$ cat config.mk
export PLATFORM = sky130hd
export DESIGN_NAME = acs_sequencer
export DESIGN_NICKNAME = d
export VERILOG_FILES = /design/src/verilog/acs_pkg.sv /design/src/verilog/acs_prescaler.sv /design/src/verilog/acs_sequencer.sv
export SDC_FILE = /design/constraint.sdc
export NUM_CORES = 1
export LEC_CHECK = 0
export BUFFER_PORTS_ARGS = -buffer_cell sky130_fd_sc_hd__clkbuf_2
export CORE_ASPECT_RATIO = 0.6
export CORE_UTILIZATION = 52
export DETAILED_ROUTE_END_ITERATION = 6
export GPL_ROUTABILITY_DRIVEN = 1
export PLACE_DENSITY = 0.88
export SLEW_MARGIN = 10
export SYNTH_ARGS = -nofsm -noshare
export SYNTH_HDL_FRONTEND = slang
export SYNTH_SLANG_ARGS = --single-unit
$ cat constraint.sdc
create_clock -name clock_in -period 11.7 [get_ports clock_in]
set_input_delay 3.51 -clock clock_in [delete_from_list [all_inputs] [get_ports clock_in]]
set_output_delay 3.51 -clock clock_in [all_outputs]
set_load 0.005 [all_outputs]
$ cat src/verilog/acs_pkg.sv
package acs_pkg;

    // Field widths.
    localparam int CODE_W = 10;
    localparam int RES_W = 16;
    localparam int MUX_W = 5;
    localparam int REF_W = 2;
    localparam int DLY_W = 4;
    localparam int LEN_W = 5;
    localparam int WIN_W = 3;
    localparam int ACC_W = 3;
    localparam int PRE_W = 3;
    localparam int CYC_W = 6;
    localparam int DIV_W = 8;
    localparam int ACNT_W = 7;

    // Conversion timing in converter clock cycles.
    localparam logic [CYC_W-1:0] SAMPLE_BASE = 6'h02;
    localparam logic [CYC_W-1:0] CONV_CYCLES = 6'h0d;
    localparam logic [CYC_W-1:0] CYC_ONE = 6'h01;

    // Codes and selections.
    localparam logic [CODE_W-1:0] MAX_CODE = 10'h3ff;
    localparam logic [REF_W-1:0] REF_INTERNAL = 2'h0;
    localparam logic [MUX_W-1:0] TEMP_CHANNEL = 5'h1e;
    localparam logic [RES_W-1:0] RES_RESET = 16'h0000;
    localparam logic [DIV_W-1:0] DIV_FULL = 8'hff;

    // Window compare conditions.
    localparam logic [WIN_W-1:0] WIN_OFF = 3'h0;
    localparam logic [WIN_W-1:0] WIN_BELOW = 3'h1;
    localparam logic [WIN_W-1:0] WIN_ABOVE = 3'h2;
    localparam logic [WIN_W-1:0] WIN_INSIDE = 3'h3;
    localparam logic [WIN_W-1:0] WIN_OUTSIDE = 3'h4;

    // Pending flag bit positions.
    localparam int FLAG_RESULT_READY_FLAG = 0;
    localparam int FLAG_WIN = 1;

    // Interrupt vector offsets.
    localparam logic [7:0] VEC_RESULT = 8'h00;
    localparam logic [7:0] VEC_WIN_SMALL = 8'h02;
    localparam logic [7:0] VEC_WIN_LARGE = 8'h04;

    // Sequencer states, Gray coded along idle, sample, convert.
    typedef enum logic [1:0] {
        ACS_IDLE = 2'b00,
        ACS_SAMPLE = 2'b01,
        ACS_CONVERT = 2'b11
    } acs_state_t;

endpackage

$ cat src/verilog/acs_prescaler.sv
`timescale 1ns/1ps

// Makes one-cycle ticks that stand for rising edges of the converter clock.
module acs_prescaler
    import acs_pkg::*;
(
    // Clock and reset
    input wire logic clock_in,
    input wire logic reset_in,
    // Control
    input wire logic run_in,
    input wire logic [PRE_W-1:0] presc_sel_in,
    // Tick
    output logic tick_out
);

    logic [DIV_W-1:0] count;
    logic [DIV_W-1:0] next_count;
    logic [DIV_W-1:0] terminal;

    // Division factor is two to the power of one more than the select.
    assign terminal = DIV_FULL >> (3'h7 - presc_sel_in);
    assign tick_out = run_in && (count == terminal);

    // The counter is held at zero while nothing is pending or running.
    always_comb
    begin
        next_count = '0;
        if (run_in && count != terminal)
        begin
            next_count = count + 8'h01;
        end
    end

    always_ff @(posedge clock_in)
    begin
        if (reset_in)
        begin
            count <= '0;
        end
        else
        begin
            count <= next_count;
        end
    end

endmodule // acs_prescaler

$ cat src/verilog/acs_sequencer.sv
`timescale 1ns/1ps

// Behaviour
// Sampling lasts two plus sample delay plus sample length converter cycles.
// Auto-repeat restarts at once while trigger set; period thirteen plus delay plus length.
// Channel and reference selections copy continuously from shadow until conversion start.
// Selections freeze at start; copying resumes in the final cycle before ready. The code also copies in the final cycle of each accumulated sample.
// Conversion begins on next converter clock rising edge after trigger write.
// Software selects channel before triggering, changes it one cycle after trigger.
// In auto-repeat, late channel change affects only results after the next one. With accumulation the code applies it from the next result's second sample.
// Input above reference yields maximum code 0x3FF.
// Reference select value zero picks internal reference, otherwise supply.
// Selecting the temperature channel switches the temperature sensor on.
// Converted value holds the result whenever result ready is set.
// Software sets long initial delay, sample length and capacitance for temperature.
// Window compare supports below, above, inside and outside conditions.
// Window compare active only with non-zero mode, which picks the condition.
// With accumulation, compare only after the last sample, one flag per result.
// With event trigger enabled, an incoming event starts a conversion.
// Result vector offset 0x00; window vector 0x02 small or 0x04 large.
// Each condition sets its pending flag regardless of its enable.
// Interrupt request stands while flag and enable are both set.
// Plain conversion lasts thirteen cycles; sample-and-hold two cycles after start.
// Result ready clears on converted value read or on writing one.
// In single mode hardware clears the trigger bit when conversion finishes.
// Eight-bit resolution drops the two lowest result bits before accumulation.
module acs_sequencer
    import acs_pkg::*;
#(
    parameter bit LARGE_FLASH = 1'b0
)
(
    // Clock and reset
    input wire logic clock_in,
    input wire logic reset_in,
    // Configuration
    input wire logic enable_in,
    input wire logic auto_repeat_mode_in,
    input wire logic resolution_select_bit_in,
    input wire logic [ACC_W-1:0] sample_count_select_in,
    input wire logic [PRE_W-1:0] prescaler_select_in,
    input wire logic [DLY_W-1:0] sample_delay_field_in,
    input wire logic [LEN_W-1:0] sample_length_field_in,
    input wire logic [MUX_W-1:0] input_select_field_in,
    input wire logic [REF_W-1:0] reference_select_field_in,
    input wire logic [WIN_W-1:0] window_mode_field_in,
    input wire logic [RES_W-1:0] window_low_threshold_in,
    input wire logic [RES_W-1:0] window_high_threshold_in,
    input wire logic event_trigger_enable_in,
    input wire logic [1:0] irq_enable_register_in,
    // Software strobes
    input wire logic trigger_write_in,
    input wire logic trigger_stop_in,
    input wire logic result_read_in,
    input wire logic [1:0] flag_clear_in,
    // Event input from outside the clock domain
    input wire logic event_in,
    // Converter core
    input wire logic [CODE_W-1:0] core_data_in,
    input wire logic core_over_range_in,
    output logic [MUX_W-1:0] active_input_select_out,
    output logic [REF_W-1:0] active_reference_select_out,
    output logic reference_internal_out,
    output logic temp_sensor_enable_out,
    output logic core_sample_out,
    output logic core_convert_out,
    // Status
    output logic conversion_trigger_bit_out,
    output logic [RES_W-1:0] converted_value_out,
    output logic [1:0] pending_flags_register_out,
    output logic irq_result_ready_out,
    output logic irq_window_out,
    output logic irq_request_out,
    output logic [7:0] irq_vector_out
);

    acs_state_t state;
    acs_state_t next_state;
    logic [CYC_W-1:0] cycle;
    logic [CYC_W-1:0] next_cycle;
    logic [ACNT_W-1:0] acc_count;
    logic [ACNT_W-1:0] next_acc_count;
    logic [RES_W-1:0] acc;
    logic [RES_W-1:0] next_acc;
    logic trig_bit;
    logic next_trig_bit;
    logic [1:0] flags;
    logic [1:0] next_flags;
    logic [RES_W-1:0] result;
    logic [RES_W-1:0] next_result;
    logic [MUX_W-1:0] active_mux;
    logic [MUX_W-1:0] next_active_mux;
    logic [REF_W-1:0] active_ref;
    logic [REF_W-1:0] next_active_ref;
    logic irq_res;
    logic irq_win;
    logic irq_any;
    logic [7:0] irq_vec;
    logic next_irq_res;
    logic next_irq_win;
    logic [7:0] next_irq_vec;
    logic event_meta;
    logic event_sync;
    logic event_prev;
    logic event_edge;
    logic tick;
    logic running;
    logic [CYC_W-1:0] sample_total;
    logic [CYC_W-1:0] last_cycle;
    logic [ACNT_W-1:0] acc_last;
    logic [CODE_W-1:0] code;
    logic [RES_W-1:0] sample_value;
    logic [RES_W-1:0] acc_sum;
    logic win_hit;
    logic finish;
    logic result_done;
    logic trig_set;
    logic [7:0] win_vector;

    // Event input passes two flip-flops before the edge detector.
    always_ff @(posedge clock_in)
    begin
        if (reset_in)
        begin
            event_meta <= 1'b0;
            event_sync <= 1'b0;
            event_prev <= 1'b0;
        end
        else
        begin
            event_meta <= event_in;
            event_sync <= event_meta;
            event_prev <= event_sync;
        end
    end

    assign event_edge = event_sync && !event_prev;

    assign running = (state != ACS_IDLE);

    // start on tick
    acs_prescaler u_prescaler (
        .clock_in(clock_in),
        .reset_in(reset_in),
        .run_in(enable_in && (trig_bit || running)),
        .presc_sel_in(prescaler_select_in),
        .tick_out(tick)
    );

    // sampling length
    assign sample_total = SAMPLE_BASE + CYC_W'(sample_delay_field_in)
        + CYC_W'(sample_length_field_in);
    // thirteen-cycle base
    assign last_cycle = sample_total + (CONV_CYCLES - SAMPLE_BASE) - CYC_ONE;

    assign acc_last = ACNT_W'((8'h01 << sample_count_select_in) - 8'h01);
    assign finish = running && tick && (cycle == last_cycle);
    assign result_done = finish && (acc_count == acc_last);

    // saturate to maximum code
    assign code = core_over_range_in ? MAX_CODE : core_data_in;

    // eight-bit truncation
    assign sample_value = resolution_select_bit_in ?
        RES_W'(code[CODE_W-1:2]) : RES_W'(code);

    assign acc_sum = ((acc_count == '0) ? RES_RESET : acc) + sample_value;

    // four window conditions
    always_comb
    begin
        win_hit = 1'b0;
        case (window_mode_field_in)
            WIN_BELOW: win_hit = acc_sum < window_low_threshold_in;
            WIN_ABOVE: win_hit = acc_sum > window_high_threshold_in;
            WIN_INSIDE: win_hit = (acc_sum > window_low_threshold_in)
                && (acc_sum < window_high_threshold_in);
            WIN_OUTSIDE: win_hit = (acc_sum < window_low_threshold_in)
                || (acc_sum > window_high_threshold_in);
            default: win_hit = 1'b0;
        endcase
    end

    // event start
    assign trig_set = trigger_write_in || (event_trigger_enable_in && event_edge);

    // Sequencer and trigger bit.
    always_comb
    begin
        next_state = state;
        next_cycle = cycle;
        next_acc_count = acc_count;
        next_acc = acc;
        next_trig_bit = trig_bit;
        next_result = result;
        if (trigger_stop_in)
        begin
            next_trig_bit = 1'b0;
        end
        case (state)
            ACS_IDLE:
            begin
                next_cycle = '0;
                next_acc_count = '0;
                if (trig_bit && tick)
                begin
                    next_state = ACS_SAMPLE;
                end
            end
            ACS_SAMPLE, ACS_CONVERT:
            begin
                if (tick)
                begin
                    next_cycle = cycle + CYC_ONE;
                    // end of sampling
                    if (next_cycle == sample_total)
                    begin
                        next_state = ACS_CONVERT;
                    end
                end
                if (finish)
                begin
                    next_cycle = '0;
                    next_acc = acc_sum;
                    next_acc_count = acc_count + ACNT_W'(1);
                    next_state = ACS_SAMPLE;
                    if (result_done)
                    begin
                        // result stored with flag
                        next_result = acc_sum;
                        next_acc_count = '0;
                        if (!auto_repeat_mode_in)
                        begin
                            // clear when done
                            next_trig_bit = 1'b0;
                        end
                        // repeat while trigger set
                        if (!next_trig_bit)
                        begin
                            next_state = ACS_IDLE;
                        end
                    end
                end
            end
            default:
            begin
                next_state = ACS_IDLE;
            end
        endcase
        if (trig_set)
        begin
            next_trig_bit = 1'b1;
        end
        if (!enable_in)
        begin
            next_state = ACS_IDLE;
            next_trig_bit = 1'b0;
        end
    end

    // Shadow selections, pending flags and interrupt requests.
    always_comb
    begin
        next_active_mux = active_mux;
        next_active_ref = active_ref;
        // copy from shadow
        // freeze until last cycle
        // next conversion keeps old channel
        if (!running || (cycle == last_cycle))
        begin
            next_active_mux = input_select_field_in;
            next_active_ref = reference_select_field_in;
        end
        next_flags = flags;
        // read or write-one clear
        if (result_read_in || flag_clear_in[FLAG_RESULT_READY_FLAG])
        begin
            next_flags[FLAG_RESULT_READY_FLAG] = 1'b0;
        end
        if (flag_clear_in[FLAG_WIN])
        begin
            next_flags[FLAG_WIN] = 1'b0;
        end
        // flags set regardless of enable
        if (result_done)
        begin
            next_flags[FLAG_RESULT_READY_FLAG] = 1'b1;
        end
        // mode non-zero only
        // once per accumulated result
        if (result_done && window_mode_field_in != WIN_OFF && win_hit)
        begin
            next_flags[FLAG_WIN] = 1'b1;
        end
        // request while flag and enable
        next_irq_res = next_flags[FLAG_RESULT_READY_FLAG] && irq_enable_register_in[FLAG_RESULT_READY_FLAG];
        next_irq_win = next_flags[FLAG_WIN] && irq_enable_register_in[FLAG_WIN];
        // vector offsets
        next_irq_vec = next_irq_res ? VEC_RESULT : (next_irq_win ? win_vector : VEC_RESULT);
    end

    assign win_vector = LARGE_FLASH ? VEC_WIN_LARGE : VEC_WIN_SMALL;

    always_ff @(posedge clock_in)
    begin
        if (reset_in)
        begin
            state <= ACS_IDLE;
            cycle <= '0;
            acc_count <= '0;
            acc <= RES_RESET;
            trig_bit <= 1'b0;
            result <= RES_RESET;
            flags <= 2'h0;
            active_mux <= '0;
            active_ref <= REF_INTERNAL;
            irq_res <= 1'b0;
            irq_win <= 1'b0;
            irq_any <= 1'b0;
            irq_vec <= VEC_RESULT;
        end
        else
        begin
            state <= next_state;
            cycle <= next_cycle;
            acc_count <= next_acc_count;
            acc <= next_acc;
            trig_bit <= next_trig_bit;
            result <= next_result;
            flags <= next_flags;
            active_mux <= next_active_mux;
            active_ref <= next_active_ref;
            irq_res <= next_irq_res;
            irq_win <= next_irq_win;
            irq_any <= next_irq_res || next_irq_win;
            irq_vec <= next_irq_vec;
        end
    end

    // Core-facing decodes, registered so every output comes from a flip-flop.
    logic ref_internal;
    logic temp_enable;
    logic core_sample;
    logic core_convert;

    always_ff @(posedge clock_in)
    begin
        if (reset_in)
        begin
            ref_internal <= 1'b1;
            temp_enable <= 1'b0;
            core_sample <= 1'b0;
            core_convert <= 1'b0;
        end
        else
        begin
            // zero selects internal
            ref_internal <= (next_active_ref == REF_INTERNAL);
            // temperature sensor on
            temp_enable <= (next_active_mux == TEMP_CHANNEL);
            // hold after sampling phase
            core_sample <= (next_state == ACS_SAMPLE);
            core_convert <= (next_state == ACS_CONVERT);
        end
    end

    assign active_input_select_out = active_mux;
    assign active_reference_select_out = active_ref;
    assign reference_internal_out = ref_internal;
    assign temp_sensor_enable_out = temp_enable;
    assign core_sample_out = core_sample;
    assign core_convert_out = core_convert;
    assign conversion_trigger_bit_out = trig_bit;
    assign converted_value_out = result;
    assign pending_flags_register_out = flags;
    assign irq_result_ready_out = irq_res;
    assign irq_window_out = irq_win;
    assign irq_request_out = irq_any;
    assign irq_vector_out = irq_vec;

endmodule // acs_sequencer
==> flow_metrics.py <==
metrics = {
    "floorplan": {
        "fp.dieW_um": 134,
        "die-height_um": 81.1,
        "row_count": 28,
        "start_util_pct": 54.2,
        "dieArea_um2": 10800,
        "core-area_um2": 9980,
        "io_pins": 123,
    },
    "detailed_routing": {
        "final_antenna_net_count": 0,
        "route.detailed.drc": 0,
        "wl_per_cell_um": 14.6,
        "viasPerCell": 5.53,
        "via_count": 4994,
        "drt-initial-drc-count": 367,
        "drtPass1Iterations": 5,
        "drt_wl_total_mm": 13.1,
    },
    "sta": {
        "fin_skew_ns": 0.00912,
        "fmax_mhz": 119,
        "tns_ns": 0,
        "slew_violations": 0,
        "timing.final.ws_setup_ns": 3.29,
        "rsz0062_at_grt": "false",
        "hold_violations": 0,
        "post-route-period-util_pct": 71.9,
        "tightestPinTransition_ns": 1.18,
        "layout_min_cycle_time_ns": 8.41,
        "setup_violations": 0,
        "slew_headroom_pct": 21.0,
    },
    "critical_path": {
        "crit_type": "in -> reg",
        "crit_fanout": 18,
        "cp.required_ns": 11.94,
        "endpoint_kind": "register",
        "arrival_ns": 8.65,
        "worstSetupStartpointType": "input pin",
        "ff2ff_path_depth": 21,
        "r2r_end": "irq_request_out$_SDFF_PP0_",
        "reg2reg_from": "acc_count[2]$_SDFFE_PP0P_",
        "ff2ff_setup_slack_ns": 5.78,
    },
    "logic_synthesis": {
        "synth-seq-area-share_pct": 28.1,
        "synth_warnings": 0,
        "synth_cells": 663,
        "syn_avg_cell_area_um2": 8.17,
        "synth_top_area_cell": "dfxtp_1",
        "synth_area_leaders": "dfxtp_1 (28%), ha_1 (13%), mux2i_1 (6.1%)",
        "synthFlopType": "dfxtp_1",
        "synth_edf_count": 0,
        "yosysTopAreaCellShare_pct": 28.1,
        "netlist_area_um2": 5420,
        "synth-async-reset-ratio_pct": 0,
        "ys_types": 63,
        "synth-seq-cells": 76,
    },
    "finish": {
        "layout_commonest_cell": "clkbuf_2",
        "design_area_um2": 6350,
        "n_fill_cell": 853,
        "nets": 903,
        "layout_common_cells": "clkbuf_2 (115), nor2_1 (82), dfxtp_1 (76)",
        "diodes": 0,
        "syn2layout_area_growth_pct": 17.2,
        "drive_gt1_share_pct": 18.6,
    },
    "clock_network": {
        "cts_resized": 0,
        "htree_levels": 3,
        "path_clk_slew_ns": 0.06,
        "cts_tree": "done",
        "clkLatencyLatePin_ns": 0.34,
        "ctsRootBufferMaster": "clkbuf_16",
        "cts_buffer_depth": 2,
        "cts_made_buffers": 9,
        "cts.sinks": 76,
        "holdBufCountCts": 0,
        "post-cts-setup-buffers": 0,
    },
    "power": {
        "p_leak_nw": 3.06,
        "comb_power_share_pct": 15.5,
        "intPower_mw": 0.494,
        "clkPwrFrac_pct": 44.7,
        "vdd_drop_max_mv": 0.0846,
        "switchingPower_mw": 0.166,
        "power.density_nw_per_um2": 104,
        "total_power_mw": 0.660,
        "seqPwrFrac_pct": 39.8,
        "p_sw_share_pct": 25.2,
    },
    "hold_path": {
        "hold_path_class": "reg -> reg",
        "hold_path_end": "event_sync$_SDFF_PP0_",
        "worstHoldStart": "event_meta$_SDFF_PP0_",
        "whs_path_depth": 1,
    },
    "placement": {
        "gp_congestion": 0.916,
        "pre_cts_ws_ns": 3.07,
        "post_dp_cell_area_um2": 6020,
        "post-dp-hpwl_mm": 10.1,
        "portBuffers": 115,
    },
    "grt": {
        "track_usage_pct": 25.1,
        "grt_pass1_wl_mm": 21.5,
        "antenna_found_initial": 0,
        "grt_start_max_net_pins": 64,
        "overflow": 0,
        "grt_pass1_vias": 4433,
    },
    "outcome": {
        "status": "complete, no violations",
    },
    "flow_run": {
        "cap_violations": 0,
    },
}
stage by stage:
stage | instances | hold slack, ns | util, %
detailed placement | 887 | 0.426 | 60.3
global route | 903 | 0.466 | 63.6
CTS | 903 | 0.439 | 63.6
global placement | 887 | 0.427 | 60.3
finish | 903 | 0.434 | 63.6
floorplan | 669 | 0.414 | -
cell usage after synthesis, drive strengths merged (4+ instances only):
library cell / number
ha: 56
nor3: 17
nor4b: 5
o21ai: 24
nor3b: 5
nand3: 25
and2: 12
nor2b: 16
a31oi: 5
mux2i: 33
nand2: 33
a211oi: 10
a21oi: 40
and3: 9
xnor2: 24
buf: 15
a211o: 11
xor2: 11
nand4: 9
clkbuf: 18
dfxtp: 76
or3: 7
nand2b: 4
o21a: 5
nor2: 82
a21o: 9
inv: 56
how the worst max path moves through the flow:
stage	start	endpoint	slack, ns	cells after the start
2_1_floorplan	resolution_select_bit_in	irq_vector_out[1]$_SDFF_PP0_	3.94	20
3_3_place_gp	resolution_select_bit_in	irq_vector_out[1]$_SDFF_PP0_	3.19	21
3_5_place_dp	resolution_select_bit_in	irq_vector_out[1]$_SDFF_PP0_	3.07	21
4_1_cts	resolution_select_bit_in	irq_request_out$_SDFF_PP0_	3.35	21
5_1_grt	resolution_select_bit_in	irq_vector_out[1]$_SDFF_PP0_	2.66	21
6_report	resolution_select_bit_in	irq_request_out$_SDFF_PP0_	3.29	21
critical path: stages:
cell	delay [ns]
clkbuf_2	0.27
nor2b_1	0.09
a211oi_1	0.38
inv_1	0.09
ha_1	0.32
a211o_1	0.30
a211oi_1	0.31
o21ai_0	0.18
a41oi_1	0.42
nor2b_1	0.12
xnor2_1	0.25
nor2_1	0.12
ha_1	0.31
nand2_1	0.06
or3_1	0.38
nor3_1	0.23
a2111oi_0	0.20
a2111o_1	0.42
o311ai_0	0.17
a21oi_1	0.26
o32ai_2	0.25
layer usage:
metal / part of all wire, % / track usage (%) / up-vias
met1: 51 / 36.6 / 2246
li1: - / - / 2526
met5: 0 / 0 / -
met4: 1.2 / 6.14 / 0
met3: 8.4 / 6.87 / 19
met2: 40 / 36.0 / 203
logic make-up after synthesis:
logic type | count (synthesis) | synth area share [%]
XOR/XNOR | 35 | 5.66
AO/OA/AOI/OAI | 131 | 16.0
AND/OR/NAND/NOR | 240 | 23.5
adder cells (fa/ha/maj) | 58 | 13.7
multiplexers | 33 | 6.10
flip-flops | 76 | 28.1
buffers and inverters | 89 | 6.95
other | 1 | 0.0692
area by class of cell:
cell class	instances	area, um^2	area share, %
Clock inverter	3	42.5	0.670
Multi-Input combinational cell	504	3540	55.8
Sequential cell	76	1520	24.0
Clock buffer	13	280	4.42
Timing Repair Buffer	116	583	9.19
Inverter	56	210	3.31
Tap cell	135	169	2.66
power by group through the flow:
| stage | clock [mW] | combinational [mW] | sequential, mW |
|---|---|---|---|
| after floorplan | 0 | 0.0696 | 0.268 |
| after global placement | 0 | 0.0979 | 0.268 |
| after detailed placement | 0 | 0.101 | 0.268 |
| after CTS | 0.299 | 0.101 | 0.263 |
| after global routing | 0.312 | 0.115 | 0.263 |
| final | 0.295 | 0.102 | 0.263 |
flip-flops by register name, summed over array words and instances (netlist names), 2 cells and up:
name and flops:
acc 16, acc_count 7, active_input_select_out 5, active_reference_select_out 2
converted_value_out 16, cycle 6, pending_flags_register_out 2, state 2
u_prescaler.count 8
No activity file was read; power rests on OpenSTA's default activity.
